## config.mk

```make
export PLATFORM = sky130hd
export DESIGN_NAME = analog_limit_events
export DESIGN_NICKNAME = d
export VERILOG_FILES = /design/src/shared/ain_pkg.sv /design/src/core/analog_limit_events.sv /design/src/core/limit_channel.sv
export SDC_FILE = /design/constraint.sdc
export NUM_CORES = 1
export LEC_CHECK = 0
export BUFFER_PORTS_ARGS = -buffer_cell sky130_fd_sc_hd__buf_2
export CORE_MARGIN = 4
export CORE_UTILIZATION = 56
export CTS_CLUSTER_SIZE = 8
export DETAILED_ROUTE_END_ITERATION = 10
export HOLD_SLACK_MARGIN = 0.05
export PLACE_DENSITY = 0.92
export REMOVE_ABC_BUFFERS = 1
export SETUP_SLACK_MARGIN = 0.1
export SYNTH_ARGS = -nofsm -noshare
export SYNTH_HDL_FRONTEND = slang
export SYNTH_SLANG_ARGS = --single-unit
```

## constraint.sdc

```tcl
create_clock -name sys_clk -period 2.28 [get_ports sys_clk]
set_input_delay 0.228 -clock sys_clk [delete_from_list [all_inputs] [get_ports sys_clk]]
set_output_delay 0.228 -clock sys_clk [all_outputs]
set_load 0.05 [all_outputs]
```

## src/shared/ain_pkg.sv

```systemverilog
package ain_pkg;
  // register indices; the byte address on the bus is four times the index
  localparam logic [7:0] IDX_PIN_FUNC = 8'h05;
  localparam logic [7:0] IDX_BEHAV0   = 8'h50;
  localparam logic [7:0] IDX_BEHAV1   = 8'h51;
  localparam logic [7:0] IDX_MASK0    = 8'h58;
  localparam logic [7:0] IDX_MASK1    = 8'h59;
  localparam logic [7:0] IDX_HI0      = 8'ha8;
  localparam logic [7:0] IDX_HI1      = 8'ha9;
  localparam logic [7:0] IDX_LO0      = 8'hb0;
  localparam logic [7:0] IDX_LO1      = 8'hb1;
  localparam logic [7:0] IDX_MEAS0    = 8'hb8;
  localparam logic [7:0] IDX_MEAS1    = 8'hb9;

  localparam int ADDR_W = 10;

  // values after reset, and the pin-function write mask
  localparam logic [7:0] PIN_FUNC_RST = 8'h7f;
  localparam logic [7:0] BEHAV_RST    = 8'h00;
  localparam logic [7:0] MASK_RST     = 8'h00;
  localparam logic [7:0] HI_RST       = 8'hff;
  localparam logic [7:0] LO_RST       = 8'h00;
  localparam logic [7:0] MEAS_RST     = 8'h00;
  localparam logic [7:0] PIN_FUNC_WM  = 8'h7f;

  // pin-function fields
  localparam int PF_CH0   = 0;
  localparam int PF_CH1   = 1;
  localparam int PF_PIN2  = 2;
  localparam int PF_D1_LO = 3;
  localparam int PF_D1_HI = 4;
  localparam int PF_D2_LO = 5;
  localparam int PF_D2_HI = 6;

  // behaviour fields
  localparam int BH_HI_FAULT = 0;
  localparam int BH_HI_ALARM = 1;
  localparam int BH_HI_INT   = 2;
  localparam int BH_LO_ABOVE = 3;
  localparam int BH_LO_FAULT = 4;
  localparam int BH_LO_ALARM = 5;
  localparam int BH_LO_INT   = 6;
  localparam int BH_LATCH    = 7;

  // fan mask fields
  localparam int FM_FAN1 = 0;
  localparam int FM_FAN2 = 1;

  // cycles after reset release before the diode straps are taken
  localparam logic [1:0] SETTLE_CYCLES = 2'h3;

  localparam logic [1:0] RESP_OK  = 2'h0;
  localparam logic [1:0] RESP_ERR = 2'h2;
endpackage

```

## src/core/analog_limit_events.sv

```systemverilog
// Decided for this implementation: the Avalon-MM interface to the registers.
`timescale 1ns/10ps
// How it works
// - pin-function bit 0 resets to 1, writable; 0 gives pin to analog channel 0.
// - pin-function bit 1 resets to 1, writable; 0 gives pin to analog channel 1.
// - pin-function bit 2 resets to 1 and stays writable.
// - bits 3 and 4 power up 0 when remote diode 1 present, else 1.
// - bits 5 and 6 power up 0 when remote diode 2 present, else 1.
// - pin-function bit 7 is read-only zero.
// - behaviour bit 0 asserts cascaded fault on high-limit exceed.
// - behaviour bit 1 sends fans to alarm speed on high-limit exceed.
// - behaviour bit 2 asserts the interrupt on high-limit exceed.
// - behaviour bit 3 picks low-limit direction: 1 above, 0 below.
// - behaviour bit 4 asserts cascaded fault on low-limit event.
// - behaviour bit 5 sends fans to alarm speed on low-limit event.
// - behaviour bit 6 asserts the interrupt on low-limit event.
// - behaviour bit 7 latches any out-of-limit event until written 0.
// - fan 1 gets a channel's alarm speed only when that channel's mask bit 0 set.
// - fan 2 gets a channel's alarm speed only when that channel's mask bit 1 set.
// - high limit per channel, writable, resets to all ones.
// - low limit per channel, writable, resets to zero.
module analog_limit_events (
  input  wire logic                       sys_clk,
  input  wire logic                       rst_n,
  input  wire logic [ain_pkg::ADDR_W-1:0] address,
  input  wire logic                       read,
  input  wire logic                       write,
  input  wire logic [31:0]                writedata,
  input  wire logic [3:0]                 byteenable,
  output logic      [31:0]                readdata,
  output logic                            waitrequest,
  output logic      [1:0]                 response,
  input  wire logic [7:0]                 analog_in_ch0,
  input  wire logic                       analog_in_ch0_valid,
  input  wire logic [7:0]                 analog_in_ch1,
  input  wire logic                       analog_in_ch1_valid,
  input  wire logic                       remote_diode_1,
  input  wire logic                       remote_diode_2,
  input  wire logic                       other_fault,
  input  wire logic                       other_int,
  input  wire logic                       other_fan1_alarm,
  input  wire logic                       other_fan2_alarm,
  output logic      [7:0]                 pin_function,
  output logic                            cascaded_fault_out_n,
  output logic                            int_n,
  output logic                            fan1_alarm,
  output logic                            fan2_alarm
);
  typedef struct packed {
    logic            wait_q;
    logic [7:0]      rdata;
    logic [1:0]      resp;
    logic [7:0]      pin_func;
    logic [1:0]      init_cnt;
    logic            init_done;
    logic            d1_s1;
    logic            d1_s2;
    logic            d2_s1;
    logic            d2_s2;
    logic [1:0][7:0] behav;
    logic [1:0][7:0] mask;
    logic [1:0][7:0] hi;
    logic [1:0][7:0] lo;
    logic [1:0][7:0] meas;
    logic            fault_n;
    logic            int_n;
    logic            fan1;
    logic            fan2;
  } top_state_t;

  top_state_t s_q;
  top_state_t s_d;

  logic [1:0][7:0] meas_in;
  logic [1:0]      meas_vld;
  logic [1:0]      hi_cond;
  logic [1:0]      lo_cond;
  logic [1:0]      any_evt;
  logic [1:0]      fault_req;
  logic [1:0]      int_req;
  logic [1:0]      alarm_req;
  logic            req;
  logic            go;
  logic            wr_go;
  logic            hit;
  logic [7:0]      idx;
  logic [7:0]      rd_val;

  assign meas_in  = {analog_in_ch1, analog_in_ch0};
  assign meas_vld = {analog_in_ch1_valid, analog_in_ch0_valid};

  genvar c;
  generate
    for (c = 0; c < 2; c++) begin : g_ch
      // a channel only reports while its pin is handed to the converter
      limit_channel u_chan (
        .sys_clk         (sys_clk),
        .rst_n           (rst_n),
        .enable          (!s_q.pin_func[c]),
        .lo_above        (s_q.behav[c][ain_pkg::BH_LO_ABOVE]),
        .upper_threshold (s_q.hi[c]),
        .lower_threshold (s_q.lo[c]),
        .meas            (meas_in[c]),
        .meas_valid      (meas_vld[c]),
        .hi_cond         (hi_cond[c]),
        .lo_cond         (lo_cond[c])
      );
      assign any_evt[c]   = hi_cond[c] || lo_cond[c];
      assign fault_req[c] = (hi_cond[c] && s_q.behav[c][ain_pkg::BH_HI_FAULT])
                         || (lo_cond[c] && s_q.behav[c][ain_pkg::BH_LO_FAULT]);
      assign alarm_req[c] = (hi_cond[c] && s_q.behav[c][ain_pkg::BH_HI_ALARM])
                         || (lo_cond[c] && s_q.behav[c][ain_pkg::BH_LO_ALARM]);
      assign int_req[c]   = (hi_cond[c] && s_q.behav[c][ain_pkg::BH_HI_INT])
                         || (lo_cond[c] && s_q.behav[c][ain_pkg::BH_LO_INT]);
    end
  endgenerate

  // request taken one cycle after it is first seen
  assign req   = read || write;
  assign go    = req && !s_q.wait_q;
  assign wr_go = go && write && byteenable[0];
  assign idx   = address[ain_pkg::ADDR_W-1:2];

  always_comb begin
    hit    = (address[1:0] == 2'h0);
    rd_val = 8'h00;
    case (idx)
      ain_pkg::IDX_PIN_FUNC: rd_val = s_q.pin_func & ain_pkg::PIN_FUNC_WM;
      ain_pkg::IDX_BEHAV0:   rd_val = s_q.behav[0];
      ain_pkg::IDX_BEHAV1:   rd_val = s_q.behav[1];
      ain_pkg::IDX_MASK0:    rd_val = s_q.mask[0];
      ain_pkg::IDX_MASK1:    rd_val = s_q.mask[1];
      ain_pkg::IDX_HI0:      rd_val = s_q.hi[0];
      ain_pkg::IDX_HI1:      rd_val = s_q.hi[1];
      ain_pkg::IDX_LO0:      rd_val = s_q.lo[0];
      ain_pkg::IDX_LO1:      rd_val = s_q.lo[1];
      ain_pkg::IDX_MEAS0:    rd_val = s_q.meas[0];
      ain_pkg::IDX_MEAS1:    rd_val = s_q.meas[1];
      default:               hit = 1'b0;
    endcase
  end

  always_comb begin
    s_d = s_q;

    // bus handshake
    if (req && s_q.wait_q) begin
      s_d.wait_q = 1'b0;
      s_d.rdata  = (read && hit) ? rd_val : 8'h00;
      s_d.resp   = hit ? ain_pkg::RESP_OK : ain_pkg::RESP_ERR;
    end else begin
      s_d.wait_q = 1'b1;
    end

    // straps pass two flops before use
    s_d.d1_s1 = remote_diode_1;
    s_d.d1_s2 = s_q.d1_s1;
    s_d.d2_s1 = remote_diode_2;
    s_d.d2_s2 = s_q.d2_s1;

    // diode straps are taken once the synchroniser has settled after reset
    if (!s_q.init_done) begin
      if (s_q.init_cnt == ain_pkg::SETTLE_CYCLES - 2'h1) begin
        s_d.init_done = 1'b1;
        s_d.pin_func[ain_pkg::PF_D1_LO] = !s_q.d1_s2;
        s_d.pin_func[ain_pkg::PF_D1_HI] = !s_q.d1_s2;
        s_d.pin_func[ain_pkg::PF_D2_LO] = !s_q.d2_s2;
        s_d.pin_func[ain_pkg::PF_D2_HI] = !s_q.d2_s2;
      end else begin
        s_d.init_cnt = s_q.init_cnt + 2'h1;
      end
    end

    // software writes; a write in the strap cycle wins over the strap
    if (wr_go && hit) begin
      case (idx)
        ain_pkg::IDX_PIN_FUNC: s_d.pin_func = writedata[7:0] & ain_pkg::PIN_FUNC_WM;
        ain_pkg::IDX_BEHAV0: begin
          s_d.behav[0][6:0] = writedata[6:0];
          s_d.behav[0][7]   = s_q.behav[0][7] && writedata[7];
        end
        ain_pkg::IDX_BEHAV1: begin
          s_d.behav[1][6:0] = writedata[6:0];
          s_d.behav[1][7]   = s_q.behav[1][7] && writedata[7];
        end
        ain_pkg::IDX_MASK0: s_d.mask[0] = writedata[7:0];
        ain_pkg::IDX_MASK1: s_d.mask[1] = writedata[7:0];
        ain_pkg::IDX_HI0:   s_d.hi[0]   = writedata[7:0];
        ain_pkg::IDX_HI1:   s_d.hi[1]   = writedata[7:0];
        ain_pkg::IDX_LO0:   s_d.lo[0]   = writedata[7:0];
        ain_pkg::IDX_LO1:   s_d.lo[1]   = writedata[7:0];
        default: ;
      endcase
    end

    // event latch: a live event beats a clearing write in the same cycle
    for (int i = 0; i < 2; i++) begin
      if (any_evt[i]) begin
        s_d.behav[i][ain_pkg::BH_LATCH] = 1'b1;
      end
      if (meas_vld[i]) begin
        s_d.meas[i] = meas_in[i];
      end
    end

    // shared outputs also carry the rest of the device's sources
    s_d.fault_n = !(|fault_req || other_fault);
    s_d.int_n   = !(|int_req || other_int);
    s_d.fan1    = (alarm_req[0] && s_q.mask[0][ain_pkg::FM_FAN1])
               || (alarm_req[1] && s_q.mask[1][ain_pkg::FM_FAN1])
               || other_fan1_alarm;
    s_d.fan2    = (alarm_req[0] && s_q.mask[0][ain_pkg::FM_FAN2])
               || (alarm_req[1] && s_q.mask[1][ain_pkg::FM_FAN2])
               || other_fan2_alarm;
  end

  always_ff @(posedge sys_clk) begin
    if (!rst_n) begin
      s_q          <= '0;
      s_q.wait_q   <= 1'b1;
      s_q.pin_func <= ain_pkg::PIN_FUNC_RST;
      s_q.behav    <= {2{ain_pkg::BEHAV_RST}};
      s_q.mask     <= {2{ain_pkg::MASK_RST}};
      s_q.hi       <= {2{ain_pkg::HI_RST}};
      s_q.lo       <= {2{ain_pkg::LO_RST}};
      s_q.meas     <= {2{ain_pkg::MEAS_RST}};
      s_q.fault_n  <= 1'b1;
      s_q.int_n    <= 1'b1;
    end else begin
      s_q <= s_d;
    end
  end

  assign readdata             = {24'h000000, s_q.rdata};
  assign waitrequest          = s_q.wait_q;
  assign response             = s_q.resp;
  assign pin_function         = s_q.pin_func;
  assign cascaded_fault_out_n = s_q.fault_n;
  assign int_n                = s_q.int_n;
  assign fan1_alarm           = s_q.fan1;
  assign fan2_alarm           = s_q.fan2;
endmodule

```

## src/core/limit_channel.sv

```systemverilog
`timescale 1ns/10ps
module limit_channel (
  input  wire logic       sys_clk,
  input  wire logic       rst_n,
  input  wire logic       enable,
  input  wire logic       lo_above,
  input  wire logic [7:0] upper_threshold,
  input  wire logic [7:0] lower_threshold,
  input  wire logic [7:0] meas,
  input  wire logic       meas_valid,
  output logic            hi_cond,
  output logic            lo_cond
);
  typedef struct packed {
    logic hi;
    logic lo;
  } chan_state_t;

  chan_state_t s_q;
  chan_state_t s_d;

  always_comb begin
    s_d = s_q;
    if (!enable) begin
      s_d.hi = 1'b0;
      s_d.lo = 1'b0;
    end else if (meas_valid) begin
      s_d.hi = meas > upper_threshold;
      s_d.lo = lo_above ? (meas > lower_threshold) : (meas < lower_threshold);
    end
  end

  always_ff @(posedge sys_clk) begin
    if (!rst_n) begin
      s_q <= '0;
    end else begin
      s_q <= s_d;
    end
  end

  assign hi_cond = s_q.hi;
  assign lo_cond = s_q.lo;
endmodule

```

# Yosys cells after proc, flatten, opt, wreduce, memory -nomap -nowiden
# Cells that the tools add are included.
op_classes:
  div: 0
  reduce_logical: 66
  add_sub_neg: 1
  n_shift: 0
  n_mux: 24
  bitwise: 3
  magnitude_cmp: 6
  multipliers: 0
  eq_ne: 12
op_table:
  columns: ["cell", "count"]
  rows:
  - ["8-bit case mux with 11 select lines", 1]
  - ["8-bit two-way mux", 9]
  - ["64-bit two-way mux", 1]
  - ["8-bit equality test, second input constant", 6]
  - ["8-bit by 7-bit equality test with 1-bit output, second input constant", 4]
  - ["8-bit > comparator", 4]
  - ["1-bit logical AND", 24]
  - ["2-bit AND reduction", 12]
  - ["8-bit < comparator", 2]
  - ["1-bit logical OR", 15]
  - ["7-bit two-way mux", 2]
  - ["11-bit OR reduction", 1]
  - ["8-bit by 3-bit equality test with 1-bit output, second input constant", 1]
  - ["1-bit two-way mux", 8]
  - ["4-bit two-way mux", 2]
  - ["2-bit nonzero test", 4]
  - ["2-bit OR reduction", 4]
  - ["1-bit logical NOT", 5]
  - ["1-bit inverter", 3]
  - ["2-bit by 1-bit adder with 2-bit output, second input constant", 1]
  - ["2-bit equality test, second input constant", 1]
  - ["2-bit logical NOT", 1]
  - ["2-bit two-way mux", 1]
word_totals:
  inputBits: 74
  romBits: 0
  ff_bits: 113
  latchBits: 0
  output_inout_bits: 47
  mem_count: 0
  word_cells: 143
  ramBits: 0

# Depth between registers and ports, before layout
depth:
  ltp_word: 7
  depth_mapped: 9
  ltp_nobuf: 8

# Cells and area by module
# Synthesis repeated with hierarchy kept, for this count alone.
hier_totals:
  cells_unflattened: 693
  area_unflattened_um2: 6318.6
by_module_without_submodules:
  columns: ["mod", "area_per_inst_um2", "cells_per_inst", "n_inst", "seq_area_each_um2"]
  rows:
  - ["analog_limit_events", 5352.6, 571, 1, 2162.1]
  - ["limit_channel", 483.0, 61, 2, 40.0]

# Worst setup path before layout
# OpenSTA, ideal clock, no wires.
synth_path:
  kind: "reg-to-reg"
  from: "register s_q, in the netlist waitrequest"
  to: "register s_q[58] (netlist name)"
  synth_period_minus_slack_ns: 1.949
  arrival_ns: 1.820
  setup_slack_ns: 0.331
  path_stages_with_launch: 8
  required_time_ns: 2.151
  setup_ns: 0.129
  path_buffers: 3
  path_cell_list: "dfxtp_1 and4b_1 buf_4 and2_1 buf_4 nand3_2 clkbuf_1 o21ai_0"
synth_between:
  elab_chain_len: 6
synth_rtl:
  columns: ["item", "line_no", "text"]
  rows:
  - ["start: declaration", "analog_limit_events.sv:71", "top_state_t s_q;"]
  - ["1-bit logical NOT", "analog_limit_events.sv:120", "assign go = req && !s_q.wait_q;"]
  - ["1-bit logical AND", "analog_limit_events.sv:120", null]
  - ["1-bit logical AND (2 in series)", "analog_limit_events.sv:121", "assign wr_go = go && write && byteenable[0];"]
  - ["1-bit logical AND", "analog_limit_events.sv:175", "if (wr_go && hit) begin"]
  - ["2-bit AND reduction (no source line)", null, null]
# Every way passes these cells.
# A chain may end at the register's enable or synchronous reset.

# Worst setup path in the final report
layout_path:
  from: "register s_q[29] (netlist name)"
  to: "register g_ch[1].u_chan.s_q, in the netlist g_ch[1].u_chan.lo_cond"
layout_between:
  elab_chain_len: 2
  word_cells_on_any_way: 3
  classes_between: "order compare (2); mux (1)"
layout_rtl:
  columns: ["item", "line_no", "text"]
  rows:
  - ["8-bit < comparator or 8-bit > comparator (tied branches)", "limit_channel.sv:29", "s_d.lo = lo_above ? (meas > lower_threshold) : (meas < lower_threshold);"]
  - ["1-bit two-way mux *", "limit_channel.sv:29", null]
  - ["end signal: assignment", "limit_channel.sv:35", "s_q <= '0;"]
  - ["end signal: assignment", "limit_channel.sv:37", "s_q <= s_d;"]
  - ["end: declaration", "limit_channel.sv:19", "chan_state_t s_q;"]
# Every way passes the cells marked *; elsewhere a longest branch is shown, timed or not.

==> results.yml <==
yosys:
  yosysSeqAreaShare_pct: 36.8
  synth-async-reset-ratio_pct: 0
  synth_top_family_by_area: "simple AND/OR/NAND/NOR gates"
  synthSimpleGateAreaFrac_pct: 19.4
  synthAdderAreaFrac_pct: 6.77
  yosysWarnings: 0
  avgSynthCellArea_um2: 8.44
  synth.distinct_cells: 60
  synth_compound_area_share_pct: 17.7
  ys_ff_latch: 112
  yosysTopAreaCellShare_pct: 36.8
  synth_xor_xnor_area_share_pct: 0.144
  synth_area_mm2: 0.00610
  synth_largest_area_cell: "dfxtp_1"
  synth_area_leaders: "dfxtp_1, mux2i_1, ha_1, buf_4, nand2_1"
  muxShareOfSynthArea_pct: 7.96
  synthFlopType: "dfxtp_1"
  syn_inst: 723
  synth_edf_count: 0
sta:
  layout_min_cycle_time_ps: 2020
  slew_headroom_pct: 53.6
  fmax_ghz: 0.494
  holdWs_ps: 58.9
  fin_skew_ps: 10.8
  rsz0062_at_grt: "false"
  hold_viol: 0
  report.final.slew_viol_count: 0
  fin_setup_tns_ps: 0
  worst_pin_slew_ps: 696
  setup_violations: 0
  period_share_pct: 88.8
global_route:
  grt_pass1_vias: 5288
  grt_max_degree: 65
  grt.total_usage_pct: 26.9
  antenna_found_initial: 0
  grt_overflow: 0
  grt_pass1_wl_mm: 27.2
pwr:
  p_sw_share_pct: 30.6
  internal_power_mw: 2.73
  pwr-share-comb_pct: 17.0
  p_seq_share_pct: 52.1
  p_switching_mw: 1.21
  total_leakage_power_nw: 2.83
  p_total_mw: 3.94
  vdd_drop_max_mv: 0.432
  pwr-share-clk_pct: 30.8
  cellPowerDensity_mw_per_mm2: 598
detailed_routing:
  ant_nets: 0
  vias: 5601
  drc_errors: 0
  viasPerCell: 6.20
  m1WireLength_mm: 6.60
  avgRoutedWirePerCell_um: 19.2
  wirelength_mm: 17.3
  met3WireLength_mm: 1.80
  dr.max_layer_used: "met4"
  firstDrtPassIters: 6
  drt_iter0_drc: 740
  wl_met2_mm: 8.20
worst_setup_path:
  r2r_cells: 8
  reg2reg_from: "s_q[29]"
  reg2reg_to: "g_ch[1].u_chan.lo_cond"
  worstSetupPathType: "reg2reg"
  cp_max_fo: 3
  max_stage_delay_ps: 410
  cp_top_family: "compound AO/OA/AOI/OAI gates"
  crit_buf_inv: 1
  crit_required_ps: 2610
  worstPathArrival_ps: 2350
  setup.reg_to_reg.worst_slack_ps: 260
  endpoint_kind: "register"
  path_cells: "inv_1 > ha_1 > nor2b_1 > o211ai_1 > a21oi_1 > a211oi_1 > mux2_2 > a21oi_1"
  crit_path_top_delay_cell: "dfxtp_1"
  cpMostUsedCell: "a21oi_1"
  cp-start-kind: "register"
final_layout:
  layout_commonest_cell: "dfxtp_1"
  syn_to_final_growth_pct: 7.94
  layout_common_cells: "dfxtp_1, nand2_1, buf_2"
  finish.utilization_pct: 62.9
  layout.nets: 869
  n_antenna_cell: 0
  stdcell_area_mm2: 0.00659
  drive_above_1_share_pct: 16.2
cts:
  cts_tree: "built"
  ctsResizeCount: 0
  clkSinkCount: 112
  postCtsHoldBufs: 2
  clk_pin_slew_ps: 110
  clkLatencyLatePin_ps: 390
  htree_levels: 3
  cts_root_buf: "clkbuf_8"
  cts_buffer_depth: 2
  postCtsSetupBuffers: 0
  numCtsBuffers: 9
die:
  dieArea_mm2: 0.0126
  fp.coreArea_mm2: 0.0105
  ioPinCount: 121
  chipHeight_um: 112
  chipWidth_um: 112
  core.rowCount: 37
  start_util_pct: 58.3
run_status:
  status: "complete, no violations"
min_path:
  worstHoldStart: "other_fan1_alarm"
  hp-class: "in2reg"
  whs_endpoint: "fan1_alarm"
  min_path_cells: 2
placed_design:
  placed_cell_area_mm2: 0.00637
  hpwl_mm: 12.6
  io_buffers: 67
  gp_congestion: 0.935
job:
  max-cap-violations: 0
cell families after synthesis:
group	after synthesis
simple gates	234
compound gates	165
fa+ha+maj	33
other cells	1
buf+inv	129
flops	112
xor+xnor	1
mux	48
layer usage:
layer,GRT usage (%),up-vias
li1,-,2566
met5,0,-
met4,11.7,0
met3,5.66,62
met1,34.9,2633
met2,43.3,340
cells in the mapped netlist, types with 5 or more instances:
| master | number |
|---|---|
| dfxtp_1 | 112 |
| nand2_1 | 76 |
| nand3_1 | 48 |
| nor2_1 | 47 |
| buf_4 | 44 |
| mux2i_1 | 44 |
| a21oi_1 | 41 |
| o21ai_0 | 40 |
| inv_1 | 37 |
| ha_1 | 33 |
| clkbuf_1 | 26 |
| o211ai_1 | 18 |
| buf_2 | 14 |
| a22oi_1 | 12 |
| nor2b_1 | 9 |
| nor3_1 | 8 |
| a222oi_1 | 7 |
| and2_1 | 7 |
| nand4_1 | 7 |
| a21boi_0 | 6 |
| and3_1 | 6 |
| a211oi_1 | 5 |
| o21a_1 | 5 |
sequential cells by signal (all words and copies together), names as in the netlist, 2 cells and up:
name and flops:
pin_function 7, s_q 85, s_d 2, g_ch.u_chan.hi_cond 2
readdata 8, g_ch.u_chan.lo_cond 2
cell type report:
class / instances / area (µm²)
clock buffer: 10 / 128
clock inverter: 6 / 66.3
fill: 874 / 3880
inverter: 38 / 143
multi-input combinational: 507 / 3270
sequential: 112 / 2240
tap: 136 / 170
timing repair buffer: 94 / 568
metrics by stage:
stage / setup WS (ps) / instances
2_1_floorplan: 97.0 / 657
3_3_place_gp: 321 / 885
3_5_place_dp: 258 / 885
4_1_cts: 282 / 903
5_1_grt: 107 / 903
6_report: 255 / 903
power by group through the flow:
stage               Sequential (mW)  Clock, mW  Combinational, mW
floorplan                      2.15          0              0.342
global placement               2.09          0              0.627
detailed placement             2.10          0              0.643
CTS                            2.05       1.22              0.660
global route                   2.06       1.30              0.721
finish                         2.05       1.21              0.671
worst max-delay path by stage:
stage / startpoint / end / cells after the start
2_1_floorplan: waitrequest / s_q[83] / 5
3_3_place_gp: address[2] / readdata[7] / 8
3_5_place_dp: address[5] / s_q[46] / 6
4_1_cts: s_q[21] / g_ch[0].u_chan.lo_cond / 8
5_1_grt: s_q[29] / g_ch[1].u_chan.lo_cond / 8
6_report: s_q[29] / g_ch[1].u_chan.lo_cond / 8
(Power assumes the default switching activity.)
